## src/inc/rtc_calendar_pkg.sv

```systemverilog
// Constants and field layout of the month and year calendar registers
//
// Behaviour
// - Month bits 7-6 read zero, writes ignored
// - Month bit 5 is read-only leap-year flag
// - Month bit 4 holds tens digit, 0 or 1
// - Month bits 3-0 hold BCD ones digit
// - Year bits 7-4 hold writable BCD tens
// - Year bits 3-0 hold writable BCD ones
package rtc_calendar_pkg;

  // Register indices; byte address is four times the index
  localparam logic [7:0] MONTH_INDEX = 8'h05;
  localparam logic [7:0] YEAR_INDEX = 8'h06;
  localparam logic [7:0] MONTH_ADDR = {MONTH_INDEX[5:0], 2'b00};
  localparam logic [7:0] YEAR_ADDR = {YEAR_INDEX[5:0], 2'b00};
  localparam int ADDR_DECODE_W = 8;

  // Month register field positions
  localparam int MONTH_LEAP_BIT = 5;
  localparam int MONTH_TENS_BIT = 4;
  localparam int MONTH_ONES_MSB = 3;
  localparam int MONTH_ONES_LSB = 0;

  // Year register field positions
  localparam int YEAR_TENS_MSB = 7;
  localparam int YEAR_TENS_LSB = 4;
  localparam int YEAR_ONES_MSB = 3;
  localparam int YEAR_ONES_LSB = 0;

  // Values after reset
  localparam logic MONTH_TENS_RESET = 1'b0;
  localparam logic [3:0] MONTH_ONES_RESET = 4'h1;
  localparam logic [3:0] YEAR_TENS_RESET = 4'h0;
  localparam logic [3:0] YEAR_ONES_RESET = 4'h1;
  localparam logic LEAP_RESET = 1'b0;

  // BCD limits
  localparam logic [3:0] BCD_NINE = 4'h9;
  localparam logic [3:0] BCD_ZERO = 4'h0;
  localparam logic [3:0] MONTH_LAST_ONES = 4'h2;
  localparam logic [3:0] MONTH_FIRST_ONES = 4'h1;

  // AHB-Lite encodings
  localparam logic [1:0] HTRANS_NONSEQ = 2'b10;
  localparam logic HRESP_OKAY = 1'b0;

endpackage

```

## src/inc/calendar_step_if.sv

```systemverilog
// Carrier between the register top and the calendar arithmetic
`timescale 1ns/1ps
interface calendar_step_if;
  logic month_tens_cur;
  logic [3:0] month_ones_cur;
  logic [3:0] year_tens_cur;
  logic [3:0] year_ones_cur;
  logic [3:0] year_tens_new;
  logic [3:0] year_ones_new;
  logic month_tens_step;
  logic [3:0] month_ones_step;
  logic [3:0] year_tens_step;
  logic [3:0] year_ones_step;
  logic leap_new;

  modport calc (
    input month_tens_cur, month_ones_cur, year_tens_cur, year_ones_cur, year_tens_new, year_ones_new,
    output month_tens_step, month_ones_step, year_tens_step, year_ones_step, leap_new
  );
  modport owner (
    output month_tens_cur, month_ones_cur, year_tens_cur, year_ones_cur, year_tens_new, year_ones_new,
    input month_tens_step, month_ones_step, year_tens_step, year_ones_step, leap_new
  );
endinterface

```

## src/logic/rtc_month_year_top.sv

```systemverilog
// Month and year calendar registers behind an AHB-Lite slave
//
// Implementation choice: register access over AHB-Lite.
`timescale 1ns/1ps
module rtc_month_year_top
  import rtc_calendar_pkg::*;
(
  // Clock and reset
  input wire logic hclk,
  input wire logic hresetn,
  // AHB-Lite slave
  input wire logic hsel,
  input wire logic [31:0] haddr,
  input wire logic [1:0] htrans,
  input wire logic hwrite,
  input wire logic [2:0] hsize,
  input wire logic [31:0] hwdata,
  input wire logic hready,
  output logic [31:0] hrdata,
  output logic hreadyout,
  output logic hresp,
  // Timekeeping side
  input wire logic month_carry,
  output logic [7:0] month_value,
  output logic [7:0] year_value,
  output logic leap_year_flag
);

  // Bus handshake: address phase, then one data phase with a wait state
  typedef enum logic {
    BUS_ADDR = 1'b0,
    BUS_DATA = 1'b1
  } bus_state_e;

  calendar_step_if cal ();

  logic carry_pulse;

  // Bus state
  bus_state_e bus_state_reg;
  bus_state_e bus_state_next;
  logic write_reg;
  logic write_next;
  logic [ADDR_DECODE_W-1:0] addr_reg;
  logic [ADDR_DECODE_W-1:0] addr_next;
  logic hreadyout_reg;
  logic hreadyout_next;
  logic [31:0] hrdata_reg;
  logic [31:0] hrdata_next;
  logic hresp_reg;
  logic hresp_next;

  // Calendar state
  logic month_tens_reg;
  logic month_tens_next;
  logic [3:0] month_ones_reg;
  logic [3:0] month_ones_next;
  logic [3:0] year_tens_reg;
  logic [3:0] year_tens_next;
  logic [3:0] year_ones_reg;
  logic [3:0] year_ones_next;
  logic leap_reg;
  logic leap_next;

  // Output images
  logic [7:0] month_value_reg;
  logic [7:0] month_value_next;
  logic [7:0] year_value_reg;
  logic [7:0] year_value_next;

  // Decoded access in the data phase
  logic take_request;
  logic month_hit;
  logic year_hit;
  logic month_wr;
  logic year_wr;
  logic month_rd;
  logic year_rd;
  logic [31:0] read_word;
  logic month_tens_wdata;
  logic [3:0] month_ones_wdata;
  logic [3:0] year_tens_wdata;
  logic [3:0] year_ones_wdata;
  logic [7:0] month_read;
  logic [7:0] year_read;

  // Month carry comes from the oscillator domain
  pulse_sync carry_sync (
    .clk(hclk),
    .rst_n(hresetn),
    .level_in(month_carry),
    .rise_pulse(carry_pulse)
  );

  calendar_step step (
    .cal(cal.calc)
  );

  assign cal.month_tens_cur = month_tens_reg;
  assign cal.month_ones_cur = month_ones_reg;
  assign cal.year_tens_cur = year_tens_reg;
  assign cal.year_ones_cur = year_ones_reg;
  assign cal.year_tens_new = year_tens_next;
  assign cal.year_ones_new = year_ones_next;

  // Register read images
  always_comb begin
    month_read = 8'h00;
    month_read[MONTH_LEAP_BIT] = leap_reg;
    month_read[MONTH_TENS_BIT] = month_tens_reg;
    month_read[MONTH_ONES_MSB:MONTH_ONES_LSB] = month_ones_reg;
  end

  always_comb begin
    year_read = 8'h00;
    year_read[YEAR_TENS_MSB:YEAR_TENS_LSB] = year_tens_reg;
    year_read[YEAR_ONES_MSB:YEAR_ONES_LSB] = year_ones_reg;
  end

  // Every NONSEQ transfer gets one wait state so read data can leave a flop
  assign take_request = hsel && hready && (htrans == HTRANS_NONSEQ) && hreadyout_reg;

  // Data-phase decode of the captured address
  always_comb begin
    month_hit = (addr_reg == MONTH_ADDR);
    year_hit = (addr_reg == YEAR_ADDR);
    month_wr = 1'b0;
    year_wr = 1'b0;
    month_rd = 1'b0;
    year_rd = 1'b0;
    if (bus_state_reg == BUS_DATA) begin
      month_wr = write_reg && month_hit;
      year_wr = write_reg && year_hit;
      month_rd = !write_reg && month_hit;
      year_rd = !write_reg && year_hit;
    end
  end

  // Write fields; month bits 7-5 have no writable field and are dropped
  always_comb begin
    month_tens_wdata = hwdata[MONTH_TENS_BIT];
    month_ones_wdata = hwdata[MONTH_ONES_MSB:MONTH_ONES_LSB];
    year_tens_wdata = hwdata[YEAR_TENS_MSB:YEAR_TENS_LSB];
    year_ones_wdata = hwdata[YEAR_ONES_MSB:YEAR_ONES_LSB];
  end

  // Unmapped offsets read as zero
  always_comb begin
    read_word = 32'h00000000;
    if (month_rd) begin
      read_word[7:0] = month_read;
    end else if (year_rd) begin
      read_word[7:0] = year_read;
    end
  end

  // Bus next state
  always_comb begin
    bus_state_next = bus_state_reg;
    write_next = write_reg;
    addr_next = addr_reg;
    hreadyout_next = 1'b1;
    hrdata_next = hrdata_reg;
    hresp_next = HRESP_OKAY;
    unique case (bus_state_reg)
      BUS_ADDR: begin
        if (take_request) begin
          bus_state_next = BUS_DATA;
          write_next = hwrite;
          addr_next = haddr[ADDR_DECODE_W-1:0];
          hreadyout_next = 1'b0;
        end
      end
      BUS_DATA: begin
        bus_state_next = BUS_ADDR;
        if (!write_reg) begin
          hrdata_next = read_word;
        end
      end
    endcase
  end

  always_ff @(posedge hclk or negedge hresetn) begin
    if (!hresetn) begin
      bus_state_reg <= BUS_ADDR;
      write_reg <= 1'b0;
      addr_reg <= '0;
      hreadyout_reg <= 1'b1;
      hrdata_reg <= 32'h00000000;
      hresp_reg <= HRESP_OKAY;
    end else begin
      bus_state_reg <= bus_state_next;
      write_reg <= write_next;
      addr_reg <= addr_next;
      hreadyout_reg <= hreadyout_next;
      hrdata_reg <= hrdata_next;
      hresp_reg <= hresp_next;
    end
  end

  // Calendar next state; a software write beats a same-cycle carry
  always_comb begin
    month_tens_next = month_tens_reg;
    month_ones_next = month_ones_reg;
    year_tens_next = year_tens_reg;
    year_ones_next = year_ones_reg;
    if (carry_pulse) begin
      month_tens_next = cal.month_tens_step;
      month_ones_next = cal.month_ones_step;
      year_tens_next = cal.year_tens_step;
      year_ones_next = cal.year_ones_step;
    end
    // A write replaces only its own register, so a carry may still roll the year
    if (month_wr) begin
      month_tens_next = month_tens_wdata;
      month_ones_next = month_ones_wdata;
    end
    if (year_wr) begin
      year_tens_next = year_tens_wdata;
      year_ones_next = year_ones_wdata;
    end
  end

  // Leap flag tracks the year being written, so no read sees it stale
  assign leap_next = cal.leap_new;

  always_ff @(posedge hclk or negedge hresetn) begin
    if (!hresetn) begin
      month_tens_reg <= MONTH_TENS_RESET;
      month_ones_reg <= MONTH_ONES_RESET;
      year_tens_reg <= YEAR_TENS_RESET;
      year_ones_reg <= YEAR_ONES_RESET;
      leap_reg <= LEAP_RESET;
    end else begin
      month_tens_reg <= month_tens_next;
      month_ones_reg <= month_ones_next;
      year_tens_reg <= year_tens_next;
      year_ones_reg <= year_ones_next;
      leap_reg <= leap_next;
    end
  end

  // Output images built from next values, so they never lag the registers
  always_comb begin
    month_value_next = 8'h00;
    month_value_next[MONTH_LEAP_BIT] = leap_next;
    month_value_next[MONTH_TENS_BIT] = month_tens_next;
    month_value_next[MONTH_ONES_MSB:MONTH_ONES_LSB] = month_ones_next;
    year_value_next = {year_tens_next, year_ones_next};
  end

  always_ff @(posedge hclk or negedge hresetn) begin
    if (!hresetn) begin
      month_value_reg <= {2'b00, LEAP_RESET, MONTH_TENS_RESET, MONTH_ONES_RESET};
      year_value_reg <= {YEAR_TENS_RESET, YEAR_ONES_RESET};
    end else begin
      month_value_reg <= month_value_next;
      year_value_reg <= year_value_next;
    end
  end

  // Outputs
  assign hrdata = hrdata_reg;
  assign hreadyout = hreadyout_reg;
  assign hresp = hresp_reg;
  assign month_value = month_value_reg;
  assign year_value = year_value_reg;
  assign leap_year_flag = leap_reg;

endmodule

```

## src/logic/pulse_sync.sv

```systemverilog
// Two-stage synchroniser with rising-edge pulse
`timescale 1ns/1ps
module pulse_sync (
  // Clock and reset
  input wire logic clk,
  input wire logic rst_n,
  // Asynchronous level in, one-cycle pulse out
  input wire logic level_in,
  output logic rise_pulse
);

  logic meta_reg;
  logic sync_reg;
  logic prev_reg;

  always_ff @(posedge clk or negedge rst_n) begin
    if (!rst_n) begin
      meta_reg <= 1'b0;
      sync_reg <= 1'b0;
      prev_reg <= 1'b0;
    end else begin
      meta_reg <= level_in;
      sync_reg <= meta_reg;
      prev_reg <= sync_reg;
    end
  end

  assign rise_pulse = sync_reg & ~prev_reg;

endmodule

```

## src/logic/calendar_step.sv

```systemverilog
// BCD month and year advance plus leap-year decode
`timescale 1ns/1ps
module calendar_step
  import rtc_calendar_pkg::*;
(
  // Current and next calendar values
  calendar_step_if.calc cal
);

  always_comb begin
    cal.month_tens_step = cal.month_tens_cur;
    cal.month_ones_step = cal.month_ones_cur;
    cal.year_tens_step = cal.year_tens_cur;
    cal.year_ones_step = cal.year_ones_cur;
    if (cal.month_tens_cur && cal.month_ones_cur == MONTH_LAST_ONES) begin
      cal.month_tens_step = 1'b0;
      cal.month_ones_step = MONTH_FIRST_ONES;
      if (cal.year_ones_cur >= BCD_NINE) begin
        cal.year_ones_step = BCD_ZERO;
        cal.year_tens_step = (cal.year_tens_cur >= BCD_NINE) ? BCD_ZERO : 4'(cal.year_tens_cur + 4'h1);
      end else begin
        cal.year_ones_step = 4'(cal.year_ones_cur + 4'h1);
      end
    end else if (cal.month_ones_cur >= BCD_NINE) begin
      cal.month_tens_step = 1'b1;
      cal.month_ones_step = BCD_ZERO;
    end else begin
      cal.month_ones_step = 4'(cal.month_ones_cur + 4'h1);
    end
  end

  // Year mod 4 from BCD: even tens need ones 0/4/8, odd tens need 2/6
  always_comb begin
    if (cal.year_tens_new[0]) begin
      cal.leap_new = (cal.year_ones_new == 4'h2) || (cal.year_ones_new == 4'h6);
    end else begin
      cal.leap_new = (cal.year_ones_new == 4'h0) || (cal.year_ones_new == 4'h4) || (cal.year_ones_new == 4'h8);
    end
  end

endmodule

```

## config.mk

```make
export PLATFORM = sky130hd
export DESIGN_NAME = rtc_month_year_top
export DESIGN_NICKNAME = d
export VERILOG_FILES = /design/src/inc/rtc_calendar_pkg.sv /design/src/inc/calendar_step_if.sv /design/src/logic/rtc_month_year_top.sv /design/src/logic/pulse_sync.sv /design/src/logic/calendar_step.sv
export SDC_FILE = /design/constraint.sdc
export NUM_CORES = 1
export LEC_CHECK = 0
export ABC_AREA = 1
export BUFFER_PORTS_ARGS = -buffer_cell sky130_fd_sc_hd__buf_2
export CAP_MARGIN = 20
export CORE_MARGIN = 3
export CORE_UTILIZATION = 48
export DETAILED_ROUTE_END_ITERATION = 6
export GPL_ROUTABILITY_DRIVEN = 0
export HOLD_SLACK_MARGIN = 0.05
export PLACE_DENSITY = 0.83
export SLEW_MARGIN = 0
export SYNTH_ARGS = -nofsm -noshare
export SYNTH_HDL_FRONTEND = slang
export SYNTH_SLANG_ARGS = --single-unit
export TNS_END_PERCENT = 20
```

## constraint.sdc

```tcl
create_clock -name hclk -period 3.3 [get_ports hclk]
set_input_delay 0.165 -clock hclk [delete_from_list [all_inputs] [get_ports hclk]]
set_output_delay 0.165 -clock hclk [all_outputs]
set_load 0.03 [all_outputs]
```

# Word-level counts from Yosys, hierarchy flattened
# Cells that the tools add are included.
[classes]
bitwise_logic = 4
n_lt_le_gt_ge = 3
reduce_logical = 15
n_eq_ne = 8
add_sub_neg = 3
muxes = 28
[op_table]
columns = ["cell", "n"]
rows = [
  ["4-bit 2-to-1 mux", 13],
  ["8-bit by 5-bit == test with 1-bit output, second input constant", 2],
  ["8-bit 2-to-1 mux", 2],
  ["4-bit by 1-bit adder with 4-bit output, second input constant", 3],
  ["4-bit >= comparator, second input constant", 3],
  ["1-bit 2-to-1 mux", 12],
  ["4-bit by 2-bit == test with 1-bit output, second input constant", 2],
  ["4-bit by 3-bit == test with 1-bit output, second input constant", 2],
  ["1-bit logical AND", 8],
  ["4-bit == test, second input constant", 1],
  ["4-bit zero test", 1],
  ["2-bit AND reduction", 2],
  ["1-bit logical OR", 3],
  ["1-bit NOT", 3],
  ["2-bit == test, second input constant", 1],
  ["1-bit case mux with 2 select lines", 1],
  ["1-bit bitwise AND", 1],
  ["1-bit zero test", 1],
]
[word_totals]
input_bits = 75
output_inout_bits = 51
reg_bits = 50
word_cells = 76

# Logic depth before layout (Yosys ltp)
[logic_depth]
ltp_word = 9
ltp_mapped = 13
ltp_nobuf = 13

# Hierarchy
# Synthesis repeated with hierarchy kept, for this count alone.
[unflattened]
cells_unflattened = 298
area_unflattened_um2 = 2473.6
[by_module_without_submodules]
columns = ["module", "area_each_um2", "cells_each", "instances"]
rows = [
  ["rtc_month_year_top", 1906.8, 213, 1],
  ["calendar_step", 481.7, 80, 1],
  ["pulse_sync", 85.1, 5, 1],
]

# Worst setup path before layout
# No wires, ideal clock.
[synth_path]
path_type = "flip-flop to flip-flop"
from = "register month_ones_reg[0], in the netlist cal.month_ones_cur[0]"
to = "register month_value_reg[5], in the netlist month_value[5]"
required_ns = 3.181
stages_incl_launch_ff = 13
arrival_ns = 1.713
period_less_slack_ns = 1.832
setup_ns = 0.119
slack_ns = 1.468
n_path_buf = 0
path_cell_list = "dfstp_2 -> inv_1 -> ha_1 -> nand2_2 -> inv_1 -> nand2_2 -> nor2_1 -> nor2_1 -> nand2_1 -> nand2_1 -> nand2_1 -> a21boi_1 -> nor2_1"
[synth_via]
elab_chain_len = 9
[synth_rtl]
columns = ["element", "line", "source"]
rows = [
  ["start, declared", "rtc_month_year_top.sv:56", "logic [3:0] month_ones_reg;"],
  ["start signal, assigned", "rtc_month_year_top.sv:236", "month_ones_reg <= month_ones_next;"],
  ["4-bit by 2-bit == test with 1-bit output (*)", "calendar_step.sv:15", "if (cal.month_tens_cur && cal.month_ones_cur == MONTH_LAST_ONES) begin"],
  ["1-bit logical AND (*)", "calendar_step.sv:15", ""],
  ["4-bit 2-to-1 mux", "calendar_step.sv:15", ""],
  ["4-bit 2-to-1 mux", "rtc_month_year_top.sv:207", "if (carry_pulse) begin"],
  ["4-bit 2-to-1 mux", "rtc_month_year_top.sv:218", "if (year_wr) begin"],
  ["4-bit by 3-bit == test with 1-bit output or 4-bit zero test (tied branches)", "calendar_step.sv:37", "cal.leap_new = (cal.year_ones_new == 4'h0) || (cal.year_ones_new == 4'h4) || (cal.year_ones_new == 4'h8);"],
  ["1-bit logical OR (2 in a row)", "calendar_step.sv:37", ""],
  ["1-bit 2-to-1 mux (*)", "calendar_step.sv:34", "if (cal.year_tens_new[0]) begin"],
  ["named net cal.leap_new", "calendar_step_if.sv:14", "logic leap_new;"],
  ["end signal, assigned", "rtc_month_year_top.sv:254", "month_value_reg <= {2'b00, LEAP_RESET, MONTH_TENS_RESET, MONTH_ONES_RESET};"],
  ["end signal, assigned", "rtc_month_year_top.sv:257", "month_value_reg <= month_value_next;"],
  ["end, declared", "rtc_month_year_top.sv:66", "logic [7:0] month_value_reg;"],
]
# Mark *: on every way through the listed nets, which the timed path passes. The rest lies on a longest branch.
# A chain may end at the register's enable or synchronous reset.

# Final worst setup path
[layout_path]
from = "register month_ones_reg[0], in the netlist cal.month_ones_cur[0]"
to = "register month_value_reg[5], in the netlist month_value[5]"
[layout_via]
elab_chain_len = 9
[layout_rtl]
columns = ["element", "line", "source"]
rows = [
  ["4-bit by 2-bit == test with 1-bit output (*)", "calendar_step.sv:15", ""],
  ["1-bit logical AND (*)", "calendar_step.sv:15", ""],
  ["4-bit 2-to-1 mux (*)", "calendar_step.sv:15", ""],
  ["4-bit 2-to-1 mux (*)", "rtc_month_year_top.sv:207", ""],
  ["4-bit 2-to-1 mux (*)", "rtc_month_year_top.sv:218", ""],
  ["named net cal.year_ones_new[3]", "calendar_step_if.sv:9", "logic [3:0] year_ones_new;"],
  ["4-bit by 3-bit == test with 1-bit output or 4-bit zero test (tied branches)", "calendar_step.sv:37", ""],
  ["1-bit logical OR (2 in a row)", "calendar_step.sv:37", ""],
  ["1-bit 2-to-1 mux (*)", "calendar_step.sv:34", ""],
  ["named net cal.leap_new", "calendar_step_if.sv:14", ""],
]
# Marked as above.

==> results by stage <==
Route:
- Once detail routing completed, the nets flagged for antenna violations numbered 0.
- For this block, the routed nets add up to 4.72 mm of wire.
- For this run, design rule violations remaining after detail routing come to 0.
- For this block, the initial DRC count from the detailed router was 249.
- The routed wire length per instance is 12.5 um.
- The count of vias placed by the detailed router is 1847.
- Dividing the detail-routed via count by the number of cells gives 4.90.
- The number of iterations in the first detailed-routing pass is 4.

GRT:
- The first-pass GRT wire length is 7.94 mm.
- The number of antenna violations at the first check in global routing is 0.
- For this run the aggregate overflow at the end of global routing stands at 0.
- The pin count of the biggest net entering global routing is 37.
- The via count of the first global-routing pass came to 1716.
- The global routing usage summed across all routing layers is 18.9%.

STA:
- Across all hold checks on the routed design, the worst slack comes to 0.0826 ns.
- The transition time at the pin with the least slew margin is 0.793 ns.
- The number of slew-limit violations in the final report is 0.
- The worst max-slew margin expressed relative to the limit is 47.1%.
- Setup repair after global routing left no endpoint under its margin.
- After layout, the minimum clock period comes to 1.90 ns.
- The fraction of the cycle the final worst path needs is 57.5%.
- Summed over all failing endpoints, the final setup total negative slack is 0 ns.
- The count of endpoints failing hold in the final timing report is 0.
- Setup slack closes at 1.40 ns.
- The total of endpoints with negative setup slack in the final report is 0.
- The achievable frequency is 527 MHz.
- On the final layout, the worst clock skew is 0.00344 ns.

Layout:
- The number of diodes added for antenna fixing is 0.
- The final standard cell count with taps included and fillers excluded is 377.
- Compared with the post-synthesis result, the final layout area differs by 11.8%.
- For this run, the share of the core covered by cells in the final layout is 56.5%.
- The final design area excluding fillers is 0.00249 mm2.
- The net count of the finished layout is 409.
- The share of post-route cells with drive strength above 1 is 27.4%.

Yosys:
- The top cell type by total area after synthesis is sky130_fd_sc_hd__dfrtp_1.
- The mapped netlist covers 0.00223 mm2.
- In the post-synthesis netlist, the biggest area contributors are sky130_fd_sc_hd__dfrtp_1 (37%), sky130_fd_sc_hd__nand2_1 (12%), sky130_fd_sc_hd__buf_4 (10%).
- Counting every instance in the synthesized netlist gives 273.
- The number of different library cells used by synthesis comes to 30.
- The synthesized design contains 0 enable-type register cells.
- In the synthesized netlist the dominant register cell turns out to be sky130_fd_sc_hd__dfrtp_1.
- During synthesis, Yosys emitted a total of 0 warnings.
- The async set-or-reset flop fraction in the synthesized netlist is 100%.
- The area share of the leading cell type in the synthesized netlist is 37.0%.
- Each instance of the synthesized netlist takes up on average 8.17 um2.
- After synthesis the netlist holds a flip-flop and latch count of 36.
- The part of the Yosys area used for sequential elements is 40.6%.

CTS:
- The number of sinks driven by the clock tree is 36.
- At the later pin of the worst-skew pair, clock insertion delay measures 0.29 ns.
- In this run the number of H-tree levels came out at 2.
- Once the clock tree was built, the setup fixing pass inserted 0 buffers.
- The library cell used as clock root buffer is sky130_fd_sc_hd__clkbuf_8.
- The clock tree from TritonCTS is yes.
- The clock-pin slew on the worst setup and hold paths is 0.07 ns.
- The CTS buffer count is 5.
- No sink is reached through more buffers than the 2 on the longest clock path.

Power:
- The final total power is 1.66 mW.
- The worst ir drop on vdd is 383 uV.
- Power spread over the standard cell area amounts to 666 mW/mm2.
- The static power due to leakage is 1.34 nW.

Critical path:
- The endpoint type of the worst setup path is a flip-flop.
- The worst setup path is launched from a flip-flop.
- In this run the worst path has a maximum fanout of 5.
- The signal arrival time at the worst endpoint is 2.08 ns.
- Data on the critical path is required at its endpoint by 3.48 ns.
- The startpoint-to-endpoint class of the critical path is flip-flop to flip-flop.

Die:
- The initial utilization of the core area, before any placement, comes to 50.5%.
- The top-level port count is 126.
- The region available for standard cell placement spans 0.00441 mm2.
- The die height is 74.2 um.
- The area of the die is 0.00550 mm2.
- From left edge to right edge, the die measures 74.2 um.
- The floorplan row count is 24.

Min path:
- The worst hold path class is primary input to flip-flop.

Placement:
- The worst setup slack before clock tree synthesis is 1.43 ns.
- Once detailed placement completed, the half-perimeter wirelength came to 3.72 mm.
- The number of cells after detailed placement is 367.
- The quantity of I/O buffers inserted on ports is 47.
- The placed cell area is 0.00239 mm2.

Outcome:
- The flow ran to the end, and the final reports show no timing, DRC or antenna violations.

Flow run:
- Across the run, the number of max-cap violations was 0.
critical path, stage by stage, from the launching register on:
cell and delay (ns):
sky130_fd_sc_hd__dfstp_2 0.57, sky130_fd_sc_hd__inv_1 0.11, sky130_fd_sc_hd__ha_1 0.22, sky130_fd_sc_hd__nand2_2 0.09, sky130_fd_sc_hd__inv_1 0.09, sky130_fd_sc_hd__nand2_2 0.09
sky130_fd_sc_hd__nor2_1 0.05, sky130_fd_sc_hd__nor2_1 0.11, sky130_fd_sc_hd__nand2_1 0.10, sky130_fd_sc_hd__a21oi_2 0.14, sky130_fd_sc_hd__nand2_1 0.08, sky130_fd_sc_hd__nand3_1 0.08
sky130_fd_sc_hd__nor2_1 0.04
cell type report:
cell class | count | area, um2
Inverter | 37 | 139
Fill cell | 402 | 1920
Clock buffer | 7 | 76.3
Multi-Input combinational cell | 195 | 1050
Sequential cell | 36 | 905
Timing Repair Buffer | 49 | 255
Tap cell | 52 | 65.1
Clock inverter | 1 | 5.00
synthesized netlist by cell type (all sizes together) (2+ instances only):
master,number
nand3,19
ha,10
nand2,79
o21ai,9
nor2,24
o221ai,5
o211ai,7
a21oi,4
a22o,2
buf,31
dfstp,3
inv,37
dfrtp,33
cell usage in the layout, fill, tap and decap left out, drive strengths merged, types with 2 or more instances in the layout:
cell         synthesis  final
a21oi                4      4
a22o                 2      2
buf                 31     47
clkbuf               0      7
conb                 1     27
dfrtp               33     33
dfstp                3      3
dlygate4sd3          0      2
ha                  10     10
inv                 37     37
nand2               79     79
nand3               19     19
nor2                24     24
o211ai               7      7
o21ai                9      9
o221ai               5      5
cells by family (layout without fill, tap and decap cells):
family / count (synthesis) / after routing / share of synthesized area [%]
AO/OA/AOI/OAI: 29 / 29 / 8.98
XOR/XNOR: 2 / 2 / 0.786
adder cells (fa/ha/maj): 10 / 10 / 5.61
buffers and inverters: 68 / 94 / 16.8
flip-flops: 36 / 36 / 40.6
other: 1 / 27 / 0.168
AND/OR/NAND/NOR: 127 / 127 / 27.0
final timing paths:
| path | startpoint | slack, ns | endpoint | cells past startpoint |
|---|---|---|---|---|
| hold / removal | haddr[6] | 0.08 | addr_reg[6] | 3 |
| setup reg to reg | cal.month_ones_cur[0] | 1.40 | month_value[5] | 12 |
| setup / recovery | cal.month_ones_cur[0] | 1.40 | month_value[5] | 12 |
| min in group asynchronous | hresetn | 0.50 | cal.month_ones_cur[1] | 2 |
| hold reg to reg | carry_sync.meta_reg | 0.35 | carry_sync.sync_reg | 0 |
| max in group asynchronous | hresetn | 2.29 | addr_reg[0] | 2 |
layer usage:
layer  track usage [%]  share of wire [%]
met5                 0                  0
met1              25.3                 43
met4              6.64                1.5
met3              3.92                6.4
met2              30.5                 50
timing repair:
item	4_1_cts	5_1_grt
endpoints found under the hold margin	34	0
resized for setup	0	0
hold buffers	2	0
setup endpoints to repair	0	0
power breakdown:
group	internal (mW)	switching (mW)
clock network	0.148	0.157
registers	0.541	0.105
logic	0.225	0.485
total	0.914	0.747
No activity file was read; power rests on OpenSTA's default activity.
